`src/common/kwu_pkg.sv`:
```
// Purpose: Shared constants for the keypad wake interrupt unit
// Assumes: 8-bit register data, 4-bit register index
// Notes: Offsets and bit positions are fixed here once
package kwu_pkg;
  localparam int unsigned KWU_PINS = 8;
  localparam int unsigned KWU_AW = 4;
  localparam int unsigned KWU_DW = 8;
  localparam int unsigned KWU_SYNC_STAGES = 2;

  localparam logic [3:0] KWU_ADDR_STATUS_CONTROL = 4'h0;
  localparam logic [3:0] KWU_ADDR_ENABLE = 4'h1;

  localparam int unsigned KWU_BIT_TRIGGER_SEL = 0;
  localparam int unsigned KWU_BIT_REQUEST_MASK = 1;
  localparam int unsigned KWU_BIT_ACK = 2;
  localparam int unsigned KWU_BIT_PENDING = 3;

  localparam logic KWU_RST_TRIGGER_SEL = 1'b0;
  localparam logic KWU_RST_REQUEST_MASK = 1'b0;
  localparam logic KWU_RST_PENDING = 1'b0;
  localparam logic [7:0] KWU_RST_ENABLES = 8'h00;

  localparam logic [15:0] KWU_VECTOR_ADDR = 16'hFFE0;
endpackage : kwu_pkg

```
`src/core/kwu_sync.sv`:
```
// Purpose: Two-flop synchroniser for the keypad pins
// Assumes: Pins idle high through pull-ups
// Notes: First stage feeds only the second stage
`timescale 1ns/1ns
`default_nettype none
module kwu_sync
  import kwu_pkg::*;
(
  input wire logic core_clk_i,
  input wire logic rst_i,
  input wire logic [KWU_PINS-1:0] pins_i,
  output logic [KWU_PINS-1:0] pins_o
);
  logic [KWU_PINS-1:0] meta_q;
  logic [KWU_PINS-1:0] sync_q;

  genvar g;
  generate
    for (g = 0; g < KWU_PINS; g++) begin : g_bit
      // Reset to high so no false fall appears at release
      always_ff @(posedge core_clk_i or posedge rst_i) begin
        if (rst_i) begin
          meta_q[g] <= 1'b1;
          sync_q[g] <= 1'b1;
        end else begin
          meta_q[g] <= pins_i[g];
          sync_q[g] <= meta_q[g];
        end
      end
    end
  endgenerate

  assign pins_o = sync_q;
endmodule // kwu_sync
`default_nettype wire

```
`src/core/kwu_detect.sv`:
```
// Purpose: Enabled-low and first-fall detection across all keypad pins
// Assumes: Synchronised pin levels
// Notes: A fall counts only when every enabled pin was high before
`timescale 1ns/1ns
`default_nettype none
module kwu_detect
  import kwu_pkg::*;
(
  input wire logic core_clk_i,
  input wire logic rst_i,
  input wire logic [KWU_PINS-1:0] pins_i,
  input wire logic [KWU_PINS-1:0] enables_i,
  output logic any_low_o,
  output logic fall_o
);
  logic prev_any_low_q;
  wire [KWU_PINS-1:0] low_enabled = ~pins_i & enables_i;
  wire any_low = |low_enabled;

  always_ff @(posedge core_clk_i or posedge rst_i) begin
    if (rst_i) begin
      prev_any_low_q <= 1'b0;
    end else begin
      prev_any_low_q <= any_low;
    end
  end

  assign any_low_o = any_low;
  // Another pin already low hides a new fall
  assign fall_o = any_low & ~prev_any_low_q;
endmodule // kwu_detect
`default_nettype wire

```
`src/core/kwu_unit.sv`:
```
// Purpose: Keypad wake interrupt unit, eight pins, one shared request
// Assumes: Plain register port, read data one cycle after the strobe
// Notes: Request also drives the wake line in wait and stop
//
// Overview of operation
// Eight pin inputs, each enabled separately, one mask, one pending request.
// An enabled pin also gets its internal pull-up switched on.
// Request latches when an enabled pin falls after all enabled were high.
// Edge mode: a fall is ignored while another enabled pin stays low.
// Level mode: request holds while any enabled pin is low.
// Level mode: clears only after acknowledge and all enabled pins high.
// Acknowledge comes from vector fetch or writing one to the ack bit.
// A fall after an acknowledge latches a fresh request.
// Unmasked pending request goes to the CPU, vector at FFE0/FFE1.
// Edge mode: acknowledge clears the request at once, any pin levels.
// Reset clears request and trigger select, even with a pin low.
// Pending flag shows the latch regardless of the mask.
// An enabled pin is forced to input, overriding its direction bit.
// Unit runs in wait and stop; unmasked request wakes the part.
// In break, ack writes work only with break-clear enable set.
// Upper four status bits read as zero.
// Pending flag set while a request is pending, cleared by reset.
// Software masks, enables pins, acknowledges, then unmasks at start-up.
// Software may instead drive pins high as outputs before enabling.
// Ack bit is write-only and always reads as zero.
// Mask bit is read/write, reset clear, one blocks requests.
// Trigger select is read/write, reset clear, one adds low levels.
// Eight read/write pin enables, all cleared by reset.
// Pins synchronised before detection; ack acts at the write's end.
//
// The placing of the registers and strobed register access were chosen for this implementation.
`timescale 1ns/1ns
`default_nettype none
module kwu_unit
  import kwu_pkg::*;
(
  input wire logic core_clk_i,
  input wire logic rst_i,
  input wire logic [KWU_AW-1:0] reg_addr_i,
  input wire logic [KWU_DW-1:0] reg_wdata_i,
  input wire logic reg_we_i,
  input wire logic reg_re_i,
  output logic [KWU_DW-1:0] reg_rdata_o,
  input wire logic [KWU_PINS-1:0] port_a_pins_i,
  input wire logic [KWU_PINS-1:0] port_a_direction_i,
  output logic [KWU_PINS-1:0] port_a_oe_o,
  output logic [KWU_PINS-1:0] pullup_en_o,
  input wire logic vector_fetch_i,
  input wire logic break_state_i,
  input wire logic break_clear_enable_i,
  output logic irq_o,
  output logic wake_o,
  output logic [15:0] vector_addr_o
);
  logic [KWU_PINS-1:0] keypad_pin_enables_q;
  logic keypad_request_mask_q;
  logic keypad_trigger_sel_q;
  logic keypad_pending_flag_q;
  logic keypad_pending_flag_d;
  logic ack_seen_q;
  logic ack_seen_d;
  logic [KWU_DW-1:0] rdata_q;
  logic [KWU_DW-1:0] rdata_d;
  logic [KWU_PINS-1:0] pins_sync;
  logic any_low;
  logic fall_event;

  kwu_sync u_sync (
    .core_clk_i(core_clk_i),
    .rst_i(rst_i),
    .pins_i(port_a_pins_i),
    .pins_o(pins_sync)
  );

  kwu_detect u_detect (
    .core_clk_i(core_clk_i),
    .rst_i(rst_i),
    .pins_i(pins_sync),
    .enables_i(keypad_pin_enables_q),
    .any_low_o(any_low),
    .fall_o(fall_event)
  );

  // Register decode
  wire sel_sc = (reg_addr_i == KWU_ADDR_STATUS_CONTROL);
  wire sel_en = (reg_addr_i == KWU_ADDR_ENABLE);
  wire wr_sc = reg_we_i & sel_sc;
  wire wr_en = reg_we_i & sel_en;
  wire ack_write = wr_sc & reg_wdata_i[KWU_BIT_ACK];
  // Break blocks ack writes unless clearing is allowed; vector fetch still acks
  wire ack_allowed = ~break_state_i | break_clear_enable_i;
  wire keypad_ack = vector_fetch_i | (ack_write & ack_allowed);

  // Level mode keeps the request while a pin is low
  wire set_req = fall_event | (keypad_trigger_sel_q & any_low);
  wire clr_level = (keypad_ack | ack_seen_q) & ~any_low;
  wire clr_req = keypad_trigger_sel_q ? clr_level : keypad_ack;

  // Set wins over clear so no fall is lost
  assign keypad_pending_flag_d = set_req | (keypad_pending_flag_q & ~clr_req);
  // Remember an early ack until the pins return high
  assign ack_seen_d = keypad_trigger_sel_q & keypad_pending_flag_q & any_low & (keypad_ack | ack_seen_q);

  wire [KWU_DW-1:0] sc_read = {4'h0, keypad_pending_flag_q, 1'b0, keypad_request_mask_q,
                               keypad_trigger_sel_q};
  wire [KWU_DW-1:0] rd_mux = sel_sc ? sc_read : (sel_en ? keypad_pin_enables_q : 8'h00);
  assign rdata_d = reg_re_i ? rd_mux : 8'h00;

  always_ff @(posedge core_clk_i or posedge rst_i) begin
    if (rst_i) begin
      keypad_request_mask_q <= KWU_RST_REQUEST_MASK;
      keypad_trigger_sel_q <= KWU_RST_TRIGGER_SEL;
    end else if (wr_sc) begin
      keypad_request_mask_q <= reg_wdata_i[KWU_BIT_REQUEST_MASK];
      keypad_trigger_sel_q <= reg_wdata_i[KWU_BIT_TRIGGER_SEL];
    end
  end

  always_ff @(posedge core_clk_i or posedge rst_i) begin
    if (rst_i) begin
      keypad_pin_enables_q <= KWU_RST_ENABLES;
    end else if (wr_en) begin
      keypad_pin_enables_q <= reg_wdata_i;
    end
  end

  always_ff @(posedge core_clk_i or posedge rst_i) begin
    if (rst_i) begin
      keypad_pending_flag_q <= KWU_RST_PENDING;
      ack_seen_q <= 1'b0;
      rdata_q <= 8'h00;
    end else begin
      keypad_pending_flag_q <= keypad_pending_flag_d;
      ack_seen_q <= ack_seen_d;
      rdata_q <= rdata_d;
    end
  end

  assign reg_rdata_o = rdata_q;
  assign pullup_en_o = keypad_pin_enables_q;
  // Enable overrides direction; pin reads remain the port's job
  assign port_a_oe_o = port_a_direction_i & ~keypad_pin_enables_q;
  assign irq_o = keypad_pending_flag_q & ~keypad_request_mask_q;
  // No clock gating here, so wake follows the request directly
  assign wake_o = irq_o;
  assign vector_addr_o = KWU_VECTOR_ADDR;
endmodule // kwu_unit
`default_nettype wire

```
`config.mk`:
```
export PLATFORM = sky130hd
export DESIGN_NAME = kwu_unit
export DESIGN_NICKNAME = d
export VERILOG_FILES = /design/src/common/kwu_pkg.sv /design/src/core/kwu_sync.sv /design/src/core/kwu_detect.sv /design/src/core/kwu_unit.sv
export SDC_FILE = /design/constraint.sdc
export NUM_CORES = 1
export LEC_CHECK = 0
export ABC_AREA = 1
export BUFFER_PORTS_ARGS = -buffer_cell sky130_fd_sc_hd__buf_2
export CAP_MARGIN = 0
export CORE_MARGIN = 2
export CORE_UTILIZATION = 49
export CTS_CLUSTER_DIAMETER = 100
export DETAILED_ROUTE_END_ITERATION = 10
export HOLD_SLACK_MARGIN = 0.15
export PLACE_DENSITY = 0.82
export REMOVE_ABC_BUFFERS = 1
export SLEW_MARGIN = 30
export SYNTH_ARGS = -nofsm -noshare
export SYNTH_HDL_FRONTEND = slang
export SYNTH_HIERARCHICAL = 1
export SYNTH_SLANG_ARGS = --single-unit
```
`constraint.sdc`:
```
create_clock -name core_clk_i -period 2.21 [get_ports core_clk_i]
set_input_delay 0.3315 -clock core_clk_i [delete_from_list [all_inputs] [get_ports core_clk_i]]
set_output_delay 0.3315 -clock core_clk_i [all_outputs]
set_load 0.02 [all_outputs]
```
==> results of run 1 <==
[cell type report]
type / instances / area [um^2] / area share [%]
clock buffers: 8 / 58.8 / 2.92
flip-flops and latches: 37 / 946 / 47.0
inverters: 36 / 135 / 6.72
multi-input cells: 91 / 427 / 21.2
repair buffers: 69 / 390 / 19.4
well taps: 44 / 55.1 / 2.74
[kinds of logic (layout without fill, tap and decap cells)]
| kind of cell | count (synthesis) | count (layout) | share of synthesized area (%) |
|---|---|---|---|
| buffers and inverters | 54 | 113 | 17.4 |
| flip-flops | 37 | 37 | 59.2 |
| AO/OA/AOI/OAI | 17 | 17 | 6.19 |
| AND/OR/NAND/NOR | 58 | 58 | 16.8 |
| other | 2 | 16 | 0.470 |
[sequential cells by signal (all words and copies together), names as in the netlist]
signal,flops
u_sync/meta_q,8
ack_seen_q,1
u_sync/pins_o,8
reg_rdata_o,8
pullup_en_o,8
u_detect/prev_any_low_q,1
keypad_request_mask_q,1
keypad_pending_flag_q,1
keypad_trigger_sel_q,1
[worst max-delay path, cell delays in order (launching register included)]
cell	delay [ns]
dfrtp_1	0.42
nor2_1	0.14
buf_2	0.18
[power by group through the flow]
| stage | sequential [mW] | combinational [mW] | clock (mW) |
|---|---|---|---|
| after floorplan | 0.861 | 0.201 | 0 |
| after global placement | 0.829 | 0.369 | 0 |
| after detailed placement | 0.833 | 0.376 | 0 |
| after CTS | 0.820 | 0.390 | 0.376 |
| after global routing | 0.832 | 0.431 | 0.406 |
| final | 0.820 | 0.387 | 0.362 |
[synthesized netlist by cell type (all sizes together)]
library cell	count	share of area [%]
dfstp	16	26
dfrtp	21	33
buf	18	8.9
o21ai	10	3.6
a21oi	3	0.94
nand3	3	1.7
inv	36	8.5
nand2	33	8.2
conb	2	0.47
o22ai	3	1.2
nor2	22	6.8
a21boi	1	0.47
[worst min path at each step]
stage / startpoint / endpoint / slack (ns) / cells past startpoint
6_report: reg_wdata_i[6] / pullup_en_o[6]$_DFFE_PP0P_ / 0.19 / 3
4_1_cts: reg_wdata_i[6] / pullup_en_o[6]$_DFFE_PP0P_ / 0.18 / 3
5_1_grt: reg_wdata_i[6] / pullup_en_o[6]$_DFFE_PP0P_ / 0.18 / 3
3_3_place_gp: rst_i / u_detect/prev_any_low_q$_DFF_PP0_ / 0.20 / 2
2_1_floorplan: rst_i / u_detect/prev_any_low_q$_DFF_PP0_ / 0.06 / 1
3_5_place_dp: rst_i / u_detect/prev_any_low_q$_DFF_PP0_ / 0.20 / 2
[routing by layer]
metal | vias to the layer above | wire length [um] | track usage, % | part of all wire [%]
li1 | 605 | - | - | -
met1 | 560 | 1210 | 20.5 | 41
met2 | 51 | 1460 | 29.3 | 50
met3 | 6 | 207 | 4.62 | 7.1
met4 | 0 | 51 | 9.32 | 1.7
met5 | - | 0 | 0 | 0
[timing repair]
action / 4_1_cts / 5_1_grt
hold endpoints to repair: 19 / 0
endpoints found under the setup margin: 0 / 0
hold buffers: 9 / 0
[metrics by stage]
| stage | power (mW) | area, um^2 |
|---|---|---|
| after global placement | 1.20 | 1860 |
| after detailed placement | 1.21 | 1860 |
| after CTS | 1.59 | 2010 |
| after floorplan | 1.06 | 1510 |
| after global routing | 1.67 | 2010 |
| final | 1.57 | 2010 |
==> impl_metrics.toml, run 1 <==
[status]
outcome = "finished clean"

[sta]
setup_ws_ns = 0.804
fin_hold_ws_ns = 0.194
skew_ns = 0.0129
slew_headroom_pct = 51.3
post-route-period-util_pct = 63.6
fin_tns_setup_ns = 0
min_period_ns = 1.41
setup_violations = 0
rsz0062_at_grt = "false"
drv_slew = 0
tightest_slew_ns = 0.730
hold_viol = 0
max_freq_mhz = 711

[setup_path]
rr_startpoint = "u_sync/pins_o[6]$_DFF_PP1_"
rr_worst_depth = 7
endpoint = "wake_o"
startpoint_type = "flop"
cp_max_fo = 3
critPathLaunch = "keypad_request_mask_q$_DFFE_PP0N_"
crit-reg2reg-capture = "keypad_pending_flag_q$_DFF_PP0_"
path_class = "reg2out"
crit_arrival_ns = 1.07
endpoint_kind = "output pin"
r2r_slack_ns = 1.00
required_ns = 1.88

[route]
detail-route-antenna-nets = 0
drc = 0
drt-initial-drc-count = 21
finalWirelength_um = 2930
vias_per_cell = 4.29
dr.pass1.iters = 4
wire_per_inst_um = 10.3
num_vias = 1222

[clock_tree]
clock-sinks = 37
root_buffer = "clkbuf_4"
clockBufferDepth = 2
clock_latency_ns = 0.34
cts_resized = 0
cts_inserted_buffers = 5
clkTransAtPathRegs_ns = 0.11
post-cts-setup-buffers = 0
cts_max_level = 2
cts_tree = "built"

[layout]
final_cell_mix = "buf_2, inv_1, nand2_1"
layout-drive-gt1-share_pct = 37.8
antenna_cells = 0
num-fill-cells = 273
final_common_cell = "buf_2"
fin_cells = 285
nets = 275
area_growth_pct = 25.9
final_util_pct = 65.4

[synth]
synth_cell_type_count = 20
synthCells = 168
seq_area_frac_synth_pct = 59.2
ys_ff_latch = 37
syn_area_um2 = 1600
yosys_warnings = 6
syn_area_per_cell_um2 = 9.51

[global_routing]
grt_max_degree = 21
antenna_found_initial = 0
grt_remaining_overflow = 0
grt_usage_pct = 17.5
grt_pass1_vias = 1106
grt_pass1_wl_um = 4580

[flow_run]
cap_violations = 0

[power_and_ir_drop]
power.leakage_nw = 1.16
max-vdd-ir-drop_mv = 0.468
swShare_pct = 33.0
power_density_nw_per_um2 = 780
p_comb_share_pct = 24.7
clkPwrFrac_pct = 23.1
p_int_mw = 1.05
power_switching_uw = 518
seqPwrFrac_pct = 52.3

[placement]
port_buffers = 60
dp_slack_ns = 1.00
dp.final_hpwl_um = 2170
dp_cells = 268
routabilityCongestion = 0.719

[die]
ios = 77
die_w_um = 61.1
die_h_um = 61.1
initial_utilization_pct = 51.9
core_um2 = 3080
num_rows = 20
die_area_um2 = 3730

[min_path]
hold_path_class = "in2reg"
(Power assumes the default switching activity.)
==> run 2, diff against run 1 <==
Settings changed: CORE_UTILIZATION 49 to 45, PLACE_DENSITY 0.82 to 0.76.
Clock period 2.21 ns to 1.3 ns, I/O delays scaled along.
==> impl_metrics.toml, run 2 (synthesis gave the netlist of run 1 again) <==
[status]
outcome = "finished clean"

[sta]
drv_slew = 0
hold_viol = 0
skew_ns = 0.00764
setup_violations = 0
slew_headroom_pct = 63.4
min_period_ns = 1.25
max_freq_mhz = 799
tightest_slew_ns = 0.548
rsz0062_at_grt = "true"
post-route-period-util_pct = 96.2
fin_hold_ws_ns = 0.231

[power_and_ir_drop]
seqPwrFrac_pct = 50.4
power.leakage_nw = 1.23
p_comb_share_pct = 29.9
power_switching_uw = 914
max-vdd-ir-drop_mv = 0.786
swShare_pct = 33.0
clkPwrFrac_pct = 19.7
p_int_mw = 1.85
power_density_nw_per_um2 = 1260

[route]
drt-initial-drc-count = 61
detail-route-antenna-nets = 0
finalWirelength_um = 3120
num_vias = 1267
wire_per_inst_um = 10.3
dr.pass1.iters = 4
drc = 0
vias_per_cell = 4.18

[flow_run]
cap_violations = 0

[clock_tree]
clockBufferDepth = 2
clock_latency_ns = 0.33
cts_inserted_buffers = 5
clkTransAtPathRegs_ns = 0.10
cts_max_level = 2
root_buffer = "clkbuf_4"
clock-sinks = 37
cts_tree = "built"

[layout]
final_common_cell = "buf_2"
final_cell_mix = "buf_2, inv_1, nand2_1"
final_util_pct = 65.2
layout-drive-gt1-share_pct = 39.7
fin_cells = 303
antenna_cells = 0
area_growth_pct = 37.3
nets = 291

[setup_path]
path_class = "reg2reg"
critical_path.top_delay_family = "flip-flops"
cp_max_fo = 4
startpoint_type = "flop"
required_ns = 1.53
crit_arrival_ns = 1.48
max_stage_delay_ns = 0.44
cpMostUsedCell = "nand2_1"
path_buf_inv = 1
crit_chain = "buf_4, nand2_1, nand2_1, nor2_2, nand2_2, a21oi_1, nand2_1"
slowest_stage = "dfrtp_1"
endpoint_kind = "flop"

[die]
die_w_um = 63.6
initial_utilization_pct = 47.5
die_area_um2 = 4040
num_rows = 21
die_h_um = 63.6
core_um2 = 3360
ios = 77

[placement]
dp_cells = 271
dp.final_hpwl_um = 2110
port_buffers = 60
routabilityCongestion = 0.820

[global_routing]
antenna_found_initial = 0
grt_pass1_wl_um = 4730
grt_usage_pct = 16.0
grt_max_degree = 21
grt_remaining_overflow = 0
grt_pass1_vias = 1096

[min_path]
hold_path_class = "in2reg"
## run 2: cell type report
class	instances	area, um^2
clock buffers	8	48.8
fillers	308	1170
inverters	36	135
multi-input cells	91	444
flip-flops and latches	37	946
well taps	46	57.6
repair buffers	85	562
## run 2: final timing paths
check	startpoint	slack (ns)	end	cells past startpoint
min in group asynchronous	rst_i	0.25	u_detect/prev_any_low_q$_DFF_PP0_	3
min	break_state_i	0.23	keypad_pending_flag_q$_DFF_PP0_	5
max in group asynchronous	rst_i	0.46	u_sync/meta_q[7]$_DFF_PP1_	3
max reg2reg	pullup_en_o[1]$_DFFE_PP0P_	0.05	keypad_pending_flag_q$_DFF_PP0_	7
max	pullup_en_o[1]$_DFFE_PP0P_	0.05	keypad_pending_flag_q$_DFF_PP0_	7
min reg2reg	u_sync/meta_q[4]$_DFF_PP1_	0.36	u_sync/pins_o[4]$_DFF_PP1_	0
## run 2: tightest hold or removal path, cell delays in order
cell,delay (ns)
buf_2,0.07
a21boi_0,0.07
nand2_1,0.08
nand3_1,0.07
nand2_1,0.05
## run 2: per-stage QoR
| stage | TNS (ns) | worst slack, ns | total power, mW | cell area [um^2] |
|---|---|---|---|---|
| after detailed placement | 0 | 0.0767 | 2.06 | 1870 |
| after global placement | 0 | 0.125 | 2.04 | 1870 |
| after floorplan | 0 | 0.179 | 1.81 | 1510 |
| after CTS | 0 | 0.0132 | 2.65 | 2110 |
| after global routing | -0.0883 | -0.0375 | 2.94 | 2190 |
| final | 0 | 0.0489 | 2.77 | 2190 |
## run 2: repair_timing
action / CTS / global route
hold endpoints to repair: 43 / 0
endpoints found under the setup margin: 0 / 10
setup buffers: 0 / 5
hold buffers: 19 / 0
resized for setup: 0 / 16
## run 2: power by group through the flow
| stage | combinational, mW | clock, mW | sequential, mW |
|---|---|---|---|
| 2_1_floorplan | 0.342 | 0 | 1.46 |
| 3_3_place_gp | 0.628 | 0 | 1.41 |
| 3_5_place_dp | 0.639 | 0 | 1.42 |
| 4_1_cts | 0.683 | 0.562 | 1.40 |
| 5_1_grt | 0.897 | 0.633 | 1.41 |
| 6_report | 0.827 | 0.544 | 1.40 |
## run 2: per-layer routing
metal | up-vias | share of wire, % | track usage, %
li1 | 633 | - | -
met1 | 576 | 37 | 17.4
met2 | 51 | 54 | 27.2
met3 | 7 | 6.9 | 6.96
met4 | 0 | 1.9 | 6.52
met5 | - | 0 | 0
